### src/common/qmfr_pkg.sv
// qmfr_pkg: constants for the mapped flash read sequencer.
// assumes a 40 MHz system clock and Avalon-MM byte addressing.
package qmfr_pkg;
	localparam int unsigned CLK_HZ = 40_000_000;
	localparam int AW = 8;
	localparam logic [7:0] OFS_CTRL = 8'h00;
	localparam logic [7:0] OFS_GAP = 8'h04;
	localparam logic [7:0] OFS_REMAP = 8'h08;
	localparam logic [7:0] OFS_CFG = 8'h0c;
	localparam logic [7:0] OFS_MODE = 8'h10;
	localparam logic [7:0] OFS_STAT = 8'h14;
	localparam logic [15:0] CFG_RST = 16'h0000;
	localparam logic [15:0] MODE_RST = 16'h0000;
	localparam logic [11:0] REMAP_RST = 12'h000;
	localparam logic [3:0] GAP_RST = 4'h0;
	localparam logic ROLE_RST = 1'b0;
	localparam int F_EN = 0;
	localparam int F_AW = 1;
	localparam int F_ADDRL = 2;
	localparam int F_DUML = 4;
	localparam int F_DATL = 6;
	localparam int F_DLEN = 8;
	localparam int F_DDRV = 12;
	localparam int F_KEEP = 8;
	localparam int F_EXIT = 0;
	localparam int F_REMAP = 4;
	localparam int REMAP_LSB = 20;
	localparam logic [1:0] LANE_SINGLE = 2'h0;
	localparam logic [1:0] LANE_DUAL = 2'h1;
	localparam logic [1:0] LANE_QUAD = 2'h2;
	localparam logic [5:0] ADDR24 = 6'h18;
	localparam logic [5:0] ADDR32 = 6'h20;
	localparam logic [5:0] WORD_BITS = 6'h20;
	localparam logic [31:0] WORD_STEP = 32'h0000_0004;
	localparam int SCK_HALF_DEF = 4;
	localparam int FIFO_DEPTH = 8;
	typedef enum logic [2:0] {
		ST_IDLE = 3'b000,
		ST_GAP = 3'b001,
		ST_ADDR = 3'b010,
		ST_DUMMY = 3'b011,
		ST_DATA = 3'b100,
		ST_PUSH = 3'b101,
		ST_HOLD = 3'b110
	} qmfr_state_e;
endpackage : qmfr_pkg

### src/design/qmfr_seq.sv
// qmfr_seq: mapped execute-in-place read sequencer for a quad serial flash,
// with its read-data FIFO. assumes an Avalon-MM master and a flash in XIP mode.
// Contract
// - data lane width from data_lane_mode
// - quad uses four lines, else lines 1:0
// - dummy lane width from dummy_lane_mode
// - address lane width from addr_lane_mode
// - addr_width_sel picks four or three bytes
// - mapped mode only while mapped_read_en set
// - enable fall sends address plus dummy cycle
// - that address is all ones, sized
// - that dummy carries session_exit_byte, configured lengths
// - enable ignored while controller_role is zero
// - session_keep_byte in bits 15:8, used
// - session_exit_byte in bits 7:0
// - mode byte shifted out LSB first
// - dummy length is field plus one
// - drive lines field plus one dummy clocks
// - non-sequential read idles select gap plus one
// - flash address is remap base plus offset
module qmfr_fifo #(
	parameter int WIDTH = 32,
	parameter int DEPTH = qmfr_pkg::FIFO_DEPTH
) (
	input wire logic i_clk,
	input wire logic i_rst_n,
	input wire logic i_valid,
	output logic o_ready,
	input wire logic [WIDTH-1:0] i_data,
	output logic o_valid,
	input wire logic i_ready,
	output logic [WIDTH-1:0] o_data
);
	import qmfr_pkg::*;
	localparam int PW = $clog2(DEPTH);
	localparam logic [PW:0] FULL = (PW+1)'(DEPTH);
	localparam logic [PW-1:0] LAST = PW'(DEPTH - 1);
	logic [WIDTH-1:0] mem [DEPTH];
	logic [PW-1:0] wptr;
	logic [PW-1:0] rptr;
	logic [PW:0] count;
	logic push;
	logic pop;
	assign push = i_valid && o_ready;
	assign pop = o_valid && i_ready;
	assign o_ready = (count != FULL);
	assign o_valid = (count != '0);
	assign o_data = mem[rptr];
	always_ff @(posedge i_clk or negedge i_rst_n) begin
		if (!i_rst_n) begin
			wptr <= '0;
			rptr <= '0;
			count <= '0;
		end else begin
			if (push) begin
				wptr <= (wptr == LAST) ? '0 : wptr + 1'b1;
			end
			if (pop) begin
				rptr <= (rptr == LAST) ? '0 : rptr + 1'b1;
			end
			count <= count + (PW+1)'(push) - (PW+1)'(pop);
		end
	end
	always_ff @(posedge i_clk) begin
		if (push) begin
			mem[wptr] <= i_data;
		end
	end
endmodule : qmfr_fifo

module qmfr_seq #(
	parameter int SCK_HALF = qmfr_pkg::SCK_HALF_DEF,
	parameter int DEPTH = qmfr_pkg::FIFO_DEPTH
) (
	input wire logic i_clk,
	input wire logic i_rst_n,
	input wire logic [qmfr_pkg::AW-1:0] i_avm_address,
	input wire logic i_avm_read,
	input wire logic i_avm_write,
	input wire logic [31:0] i_avm_writedata,
	input wire logic [3:0] i_avm_byteenable,
	output logic [31:0] o_avm_readdata,
	output logic o_avm_waitrequest,
	input wire logic i_rd_valid,
	input wire logic [31:0] i_rd_addr,
	output logic o_rd_ready,
	output logic o_rdata_valid,
	output logic [31:0] o_rdata,
	input wire logic i_rdata_ready,
	output logic o_flash_select_n,
	output logic o_sck,
	output logic [3:0] o_sdl_out,
	output logic [3:0] o_sdl_oe_n,
	input wire logic [3:0] i_sdl_in
);
	import qmfr_pkg::*;
	localparam logic [7:0] HALF_M1 = 8'(SCK_HALF - 1);

	logic controller_role;
	logic [3:0] select_idle_gap;
	logic [11:0] remap_base;
	logic [15:0] flash_map_read_config;
	logic [15:0] xip_mode_bytes;
	qmfr_state_e state;
	logic [5:0] cnt;
	logic [4:0] drv;
	logic [3:0] gcnt;
	logic [7:0] div;
	logic [31:0] sh;
	logic [31:0] pend_fa;
	logic [31:0] next_fa;
	logic exiting;
	logic sess_open;
	logic exit_pend;
	logic eff_q;
	logic [3:0] sdl_s1;
	logic [3:0] sdl_s2;
	logic fifo_in_rdy;
	logic push;

	// bus access and field decode
	logic wr_go;
	logic rd_go;
	logic eff_en;
	logic [1:0] addr_lg;
	logic [1:0] dum_lg;
	logic [1:0] dat_lg;
	logic [5:0] addr_clks;
	logic [5:0] dat_clks;
	logic [7:0] mode_cur;
	logic [31:0] fa;
	logic acc;
	logic active;
	logic tick;
	logic rise;
	logic fall;
	logic [3:0] fill;

	function automatic logic [1:0] lg_of(input logic [1:0] code);
		case (code)
			LANE_QUAD: lg_of = 2'd2;
			LANE_DUAL: lg_of = 2'd1;
			default: lg_of = 2'd0;
		endcase
	endfunction : lg_of

	function automatic logic [15:0] merge(input logic [15:0] old, input logic [31:0] wd,
			input logic [3:0] be);
		merge = old;
		if (be[0]) begin
			merge[7:0] = wd[7:0];
		end
		if (be[1]) begin
			merge[15:8] = wd[15:8];
		end
	endfunction : merge

	function automatic logic [7:0] rev8(input logic [7:0] b);
		for (int i = 0; i < 8; i++) begin
			rev8[i] = b[7-i];
		end
	endfunction : rev8

	assign wr_go = i_avm_write && !o_avm_waitrequest;
	assign rd_go = i_avm_read && o_avm_waitrequest;
	assign eff_en = flash_map_read_config[F_EN] && controller_role;
	assign addr_lg = lg_of(flash_map_read_config[F_ADDRL +: 2]);
	assign dum_lg = lg_of(flash_map_read_config[F_DUML +: 2]);
	assign dat_lg = lg_of(flash_map_read_config[F_DATL +: 2]);
	assign addr_clks = (flash_map_read_config[F_AW] ? ADDR32 : ADDR24) >> addr_lg;
	assign dat_clks = WORD_BITS >> dat_lg;
	assign mode_cur = exiting ? xip_mode_bytes[F_EXIT +: 8] : xip_mode_bytes[F_KEEP +: 8];
	assign fa = {remap_base, REMAP_LSB'(0)} + i_rd_addr;
	assign acc = i_rd_valid && o_rd_ready;
	assign active = (state == ST_ADDR) || (state == ST_DUMMY) || (state == ST_DATA);
	assign tick = active && (div == HALF_M1);
	assign rise = tick && !o_sck;
	assign fall = tick && o_sck;
	assign fill = {4{exiting}};
	assign push = (state == ST_PUSH);

	// register file
	always_ff @(posedge i_clk or negedge i_rst_n) begin
		if (!i_rst_n) begin
			controller_role <= ROLE_RST;
			select_idle_gap <= GAP_RST;
			remap_base <= REMAP_RST;
			flash_map_read_config <= CFG_RST;
			xip_mode_bytes <= MODE_RST;
		end else if (wr_go) begin
			case (i_avm_address)
				OFS_CTRL: begin
					if (i_avm_byteenable[0]) begin
						controller_role <= i_avm_writedata[0];
					end
				end
				OFS_GAP: begin
					if (i_avm_byteenable[0]) begin
						select_idle_gap <= i_avm_writedata[3:0];
					end
				end
				OFS_REMAP: remap_base <= 12'(merge({remap_base, 4'h0}, i_avm_writedata,
					i_avm_byteenable) >> F_REMAP);
				OFS_CFG: flash_map_read_config <= merge(flash_map_read_config,
					i_avm_writedata, i_avm_byteenable);
				OFS_MODE: xip_mode_bytes <= merge(xip_mode_bytes, i_avm_writedata,
					i_avm_byteenable);
				default: begin
				end
			endcase
		end
	end

	// one wait cycle per access, read data set up with it
	always_ff @(posedge i_clk or negedge i_rst_n) begin
		if (!i_rst_n) begin
			o_avm_waitrequest <= 1'b1;
			o_avm_readdata <= '0;
		end else begin
			o_avm_waitrequest <= !((i_avm_read || i_avm_write) && o_avm_waitrequest);
			if (rd_go) begin
				case (i_avm_address)
					OFS_CTRL: o_avm_readdata <= {31'h0, controller_role};
					OFS_GAP: o_avm_readdata <= {28'h0, select_idle_gap};
					OFS_REMAP: o_avm_readdata <= {16'h0, remap_base, 4'h0};
					OFS_CFG: o_avm_readdata <= {16'h0, flash_map_read_config};
					OFS_MODE: o_avm_readdata <= {16'h0, xip_mode_bytes};
					OFS_STAT: o_avm_readdata <= {28'h0, eff_en, exit_pend, sess_open,
						state != ST_IDLE};
					default: o_avm_readdata <= '0;
				endcase
			end
		end
	end

	// pin input synchroniser
	always_ff @(posedge i_clk or negedge i_rst_n) begin
		if (!i_rst_n) begin
			sdl_s1 <= '0;
			sdl_s2 <= '0;
		end else begin
			sdl_s1 <= i_sdl_in;
			sdl_s2 <= sdl_s1;
		end
	end

	// enable fall detect; a new fall beats the clear
	always_ff @(posedge i_clk or negedge i_rst_n) begin
		if (!i_rst_n) begin
			eff_q <= 1'b0;
			exit_pend <= 1'b0;
		end else begin
			eff_q <= eff_en;
			if (eff_q && !eff_en) begin
				exit_pend <= 1'b1;
			end else if ((state == ST_IDLE || state == ST_HOLD) && exit_pend) begin
				exit_pend <= 1'b0;
			end
		end
	end

	// serial clock divider
	always_ff @(posedge i_clk or negedge i_rst_n) begin
		if (!i_rst_n) begin
			div <= '0;
			o_sck <= 1'b0;
		end else if (!active) begin
			div <= '0;
			o_sck <= 1'b0;
		end else if (tick) begin
			div <= '0;
			o_sck <= !o_sck;
		end else begin
			div <= div + 8'd1;
		end
	end

	// sequencer
	always_ff @(posedge i_clk or negedge i_rst_n) begin
		if (!i_rst_n) begin
			state <= ST_IDLE;
			cnt <= '0;
			drv <= '0;
			gcnt <= '0;
			sh <= '0;
			pend_fa <= '0;
			next_fa <= '0;
			exiting <= 1'b0;
			sess_open <= 1'b0;
			o_flash_select_n <= 1'b1;
		end else begin
			case (state)
				ST_IDLE, ST_HOLD: begin
					if (exit_pend) begin
						exiting <= 1'b1;
						gcnt <= select_idle_gap;
						o_flash_select_n <= 1'b1;
						state <= ST_GAP;
					end else if (acc && state == ST_HOLD && sess_open && fa == next_fa) begin
						cnt <= dat_clks;
						state <= ST_DATA;
					end else if (acc) begin
						pend_fa <= fa;
						gcnt <= select_idle_gap;
						o_flash_select_n <= 1'b1;
						state <= ST_GAP;
					end
				end
				ST_GAP: begin
					if (gcnt == '0) begin
						o_flash_select_n <= 1'b0;
						cnt <= addr_clks;
						if (exiting) begin
							sh <= '1;
						end else if (flash_map_read_config[F_AW]) begin
							sh <= pend_fa;
						end else begin
							sh <= {pend_fa[23:0], 8'h00};
						end
						state <= ST_ADDR;
					end else begin
						gcnt <= gcnt - 4'd1;
					end
				end
				ST_ADDR: begin
					if (fall) begin
						case (addr_lg)
							2'd2: sh <= {sh[27:0], fill};
							2'd1: sh <= {sh[29:0], fill[1:0]};
							default: sh <= {sh[30:0], fill[0]};
						endcase
						cnt <= cnt - 6'd1;
						if (cnt == 6'd1) begin
							sh <= {rev8(mode_cur), 24'h0};
							cnt <= {2'b00, flash_map_read_config[F_DLEN +: 4]} + 6'd1;
							drv <= {1'b0, flash_map_read_config[F_DDRV +: 4]} + 5'd1;
							state <= ST_DUMMY;
						end
					end
				end
				ST_DUMMY: begin
					if (fall) begin
						case (dum_lg)
							2'd2: sh <= {sh[27:0], 4'h0};
							2'd1: sh <= {sh[29:0], 2'h0};
							default: sh <= {sh[30:0], 1'b0};
						endcase
						cnt <= cnt - 6'd1;
						if (drv != '0) begin
							drv <= drv - 5'd1;
						end
						if (cnt == 6'd1) begin
							if (exiting) begin
								exiting <= 1'b0;
								sess_open <= 1'b0;
								o_flash_select_n <= 1'b1;
								state <= ST_IDLE;
							end else begin
								cnt <= dat_clks;
								state <= ST_DATA;
							end
						end
					end
				end
				ST_DATA: begin
					if (rise) begin
						case (dat_lg)
							2'd2: sh <= {sh[27:0], sdl_s2};
							2'd1: sh <= {sh[29:0], sdl_s2[1:0]};
							default: sh <= {sh[30:0], sdl_s2[1]};
						endcase
					end
					if (fall) begin
						cnt <= cnt - 6'd1;
						if (cnt == 6'd1) begin
							state <= ST_PUSH;
						end
					end
				end
				ST_PUSH: begin
					next_fa <= pend_fa + WORD_STEP;
					pend_fa <= pend_fa + WORD_STEP;
					sess_open <= 1'b1;
					state <= ST_HOLD;
				end
				default: state <= ST_IDLE;
			endcase
		end
	end

	// data line drive; unused upper lines stay released
	always_ff @(posedge i_clk or negedge i_rst_n) begin
		if (!i_rst_n) begin
			o_sdl_out <= '0;
			o_sdl_oe_n <= '1;
		end else begin
			o_sdl_out <= '0;
			o_sdl_oe_n <= '1;
			if (state == ST_ADDR || (state == ST_DUMMY && drv != '0)) begin
				case ((state == ST_ADDR) ? addr_lg : dum_lg)
					2'd2: begin
						o_sdl_out <= sh[31:28];
						o_sdl_oe_n <= 4'h0;
					end
					2'd1: begin
						o_sdl_out <= {2'b00, sh[31:30]};
						o_sdl_oe_n <= 4'hc;
					end
					default: begin
						o_sdl_out <= {3'b000, sh[31]};
						o_sdl_oe_n <= 4'he;
					end
				endcase
			end
		end
	end

	// read accept gate, held off while the FIFO is full
	always_ff @(posedge i_clk or negedge i_rst_n) begin
		if (!i_rst_n) begin
			o_rd_ready <= 1'b0;
		end else begin
			o_rd_ready <= (state == ST_IDLE || state == ST_HOLD) && eff_en && !exit_pend
				&& fifo_in_rdy && !acc;
		end
	end

	qmfr_fifo #(
		.WIDTH(32),
		.DEPTH(DEPTH)
	) u_fifo (
		.i_clk(i_clk),
		.i_rst_n(i_rst_n),
		.i_valid(push),
		.o_ready(fifo_in_rdy),
		.i_data(sh),
		.o_valid(o_rdata_valid),
		.i_ready(i_rdata_ready),
		.o_data(o_rdata)
	);

	// checks
	logic [4:0] gl;
	logic [5:0] fe;
	always_ff @(posedge i_clk or negedge i_rst_n) begin
		if (!i_rst_n) begin
			gl <= '0;
			fe <= '0;
		end else begin
			gl <= (state == ST_GAP) ? gl + 5'd1 : '0;
			if (fall && cnt == 6'd1) begin
				fe <= '0;
			end else if (fall) begin
				fe <= fe + 6'd1;
			end
		end
	end
endmodule : qmfr_seq

### config.mk
export PLATFORM = sky130hd
export DESIGN_NAME = qmfr_seq
export DESIGN_NICKNAME = d
export VERILOG_FILES = /design/src/common/qmfr_pkg.sv /design/src/design/qmfr_seq.sv
export SDC_FILE = /design/constraint.sdc
export NUM_CORES = 1
export LEC_CHECK = 0
export ABC_AREA = 1
export BUFFER_PORTS_ARGS = -buffer_cell sky130_fd_sc_hd__buf_2
export CAP_MARGIN = 20
export CELL_PAD_IN_SITES_DETAIL_PLACEMENT = 1
export CELL_PAD_IN_SITES_GLOBAL_PLACEMENT = 2
export CORE_MARGIN = 2
export CORE_UTILIZATION = 41
export DETAILED_ROUTE_END_ITERATION = 8
export GPL_TIMING_DRIVEN = 1
export PLACE_DENSITY = 0.92
export SLEW_MARGIN = 10
export SYNTH_ARGS = -nofsm -noshare
export SYNTH_HDL_FRONTEND = slang
export SYNTH_SLANG_ARGS = --single-unit
export TNS_END_PERCENT = 30
### constraint.sdc
create_clock -name i_clk -period 9.7 [get_ports i_clk]
set_input_delay 0.485 -clock i_clk [delete_from_list [all_inputs] [get_ports i_clk]]
set_output_delay 0.485 -clock i_clk [all_outputs]
set_load 0.1 [all_outputs]
==> metrics.txt <==
status=complete, no violations; GRT met3 Usage=between 3 and 4%; critical path type=reg -> out; worst skew pair latency=between 0.6 and 0.7 ns; H-tree depth=2; data required time at the worst endpoint=just over 9 ns; initial antenna violation count=0; IO Pins=between 150 and 200; Setup Fix Bufs, Post-CTS=0; Design Power=6.11 mW; WL final=79600 um; Inserted Diodes=0; initial DRC count=roughly 1800; GR Util met1=between 30% and 40%; Total GRT Usage=between 20 and 30%; Slew @ Worst Pin=about 1.1 ns; Synth Flop Type=edfxtp_1; area grow syn2layout=12.4%; FF-to-FF Start=remap_base[0]; Post-CTS Hold Buffers=5; PwrDens=220 nW/um2; gr ovfl total=0; Max Cap Viol=0; leakage=between 10 and 15 nW; core area=59200 um2; row count=89; Yosys cell types=54; Async SR Flop Fraction=about 46%; Reg-to-Reg End=pend_fa[13]; Antenna Nets Post-Route=0; DR vias=around 21000; CP Launch Type=register; gp weighted congestion=just under 0.9; slew margin rel.=27.1%; Post-Route Setup TNS=0 ns; hold-critical path depth=2; DRT Pass-1 Iters=6; first-pass GRT wire length=127000 um; R2R cell count=17; via/cell ratio=between 5 and 6; type of the worst min-delay path=in -> reg; Placed Area=about 26000 um2; CTS root buf=clkbuf_16; Die Ht=roughly 250 um; Yosys reg bits=about 480; crit end category=output port; Cells after Synth=between 2000 and 3000; CTS resizes=0; final cycle utilization of the critical path=44.9%; Die X=about 250 um; Max clock buf depth=3; fmax=230 MHz; Initial Util=between 40% and 50%; die area=62200 um2; Reg clk slew, reported paths=approximately 0.060 ns; CP Data Arrival Time=between 3 and 4 ns; Post-layout nets=~3000; hold_sp=i_avm_read; # setup viols final=0; Slew Limit Fails=0; met2 Track Usage GR=44.7%; CTS Buf Count=between 50 and 60; Register-to-Register Setup Slack=around 5.7 ns; DR DRC count=0; IO Port Bufs=128; Avg Cell Area, Syn=approximately 8.8 um2; Worst Hold End=o_avm_waitrequest; mapped cell area=~25000 um2; vias in the first global route=approximately 22000; GR peak layer=met2; routed len/inst=21.6 um; post-synthesis sequential area ratio=a little over half; Synth warnings=0; CTS tree=yes; EDFF count, synth=between 200 and 300; post-DP HPWL=53100 um; clk_skew=between 0.02 and 0.025 ns; largest net degree at the start of global routing=around 110; share of layout cells above drive strength 1=around a tenth; min cycle time layout=approximately 4.4 ns; Max FO, Critical Path=between 100 and 150; WHS=about 0.046 ns; VDD IR max=around 0.14 mV; RSZ-0062 raised after global routing=false; Clock Sinks=about 480; Final Cell Area=27700 um2; count of final hold-check violations=0
Yosys cell counts (all sizes together) (14+ instances only):
master / number / area share (%)
a21oi: 84 / 1.7
nand3: 129 / 2.6
nor3: 25 / 0.57
nor2: 349 / 5.4
a211oi: 17 / 0.54
ha: 44 / 2.2
a31oi: 47 / 1.2
inv: 245 / 3.7
xor2: 17 / 0.60
nand2: 538 / 8.3
o22ai: 54 / 1.4
clkinv: 14 / 0.21
dfrtp: 215 / 22
o211ai: 26 / 0.79
xnor2: 16 / 0.57
o221ai: 55 / 2.0
a221oi: 41 / 1.5
o21ai: 387 / 7.9
clkbuf: 121 / 1.8
nand4: 24 / 0.61
edfxtp: 256 / 31
buf: 47 / 1.2
how the worst max path moves through the flow:
stage,from,endpoint,slack (ns),depth (start not counted)
global route,u_fifo.rptr[0],o_rdata[2],5.11,7
global placement,i_rd_addr[20],pend_fa[15],5.57,18
CTS,u_fifo.rptr[0],o_rdata[27],5.37,7
detailed placement,i_rd_addr[20],pend_fa[2],5.57,18
floorplan,u_fifo.rptr[0],o_rdata[11],6.27,7
finish,u_fifo.rptr[0],o_rdata[3],5.35,7
sequential cells by signal, summed over array words and instances (netlist names), 3 cells and up:
name,flops
div,8
u_fifo.count,4
sdl_s2,4
drv,5
state,3
select_idle_gap,4
u_fifo.wptr,3
gcnt,4
pend_fa,32
u_fifo.rptr,3
sh,32
o_sdl_out,4
remap_base,12
sdl_s1,4
cnt,6
flash_map_read_config,16
xip_mode_bytes,16
u_fifo.mem,256
o_avm_readdata,16
next_fa,32
o_sdl_oe_n,3
metal layers:
metal / vias up / share of wire, %
met2: 603 / 50
met3: 132 / 4.6
li1: 9845 / -
met5: - / 0
met1: 10800 / 44
met4: 0 / 2.1
power by group:
part	total, mW	internal [mW]	leakage [nW]	switching, mW
clock network	2.11	1.25	0.912	0.858
registers	2.26	2.18	4.75	0.0819
logic	1.74	0.321	5.49	1.42
per-stage QoR:
stage / util (%) / instances / worst slack, ns
after floorplan: - / 2824 / 6.27
after global placement: 43.6 / 3586 / 5.57
after detailed placement: 43.6 / 3586 / 5.57
after CTS: 46.8 / 3689 / 5.37
after global routing: 46.8 / 3690 / 5.11
final: 46.8 / 3690 / 5.35
cell families (layout without fill, tap and decap cells):
| kind of cell | count (synthesis) | in the layout | synth area share, % |
|---|---|---|---|
| AOI/OAI and AO/OA | 740 | 740 | 17.8 |
| other | 1 | 16 | 0.0152 |
| xor gates and xnor gates | 33 | 33 | 1.17 |
| DFF | 476 | 476 | 53.5 |
| buffers and inverters | 427 | 520 | 7.01 |
| adders and majority gates | 46 | 46 | 2.39 |
| and+or+nand+nor | 1086 | 1086 | 18.1 |
layout make-up:
class                           count  area [um2]
Clock buffer                       68        1490
Clock inverter                     30         343
Fill cell                        6907       31500
Inverter                          259         972
Multi-Input combinational cell   1921        9830
Sequential cell                   476       13200
Tap cell                          773         967
Timing Repair Buffer              163         926
cells in the final DEF, fill, tap and decap left out, types with 41 or more instances in the layout:
master and n:
a21oi_1 83, a221oi_1 41, a31oi_1 47, buf_2 127, clkbuf_16 54, dfrtp_1 213, edfxtp_1 256, ha_1 44
inv_1 235, nand2_1 531, nand3_1 128, nor2_1 334, o21ai_0 381, o221ai_1 55, o22ai_1 54
critical path: stages, from the launching register on:
cell     delay (ns)
dfrtp_4        0.66
inv_2          0.34
buf_4          0.85
o21ai_0        0.23
o22ai_1        0.18
nor2_1         0.07
a31oi_1        0.32
buf_2          0.50
Power figures use the tool's default switching activity.
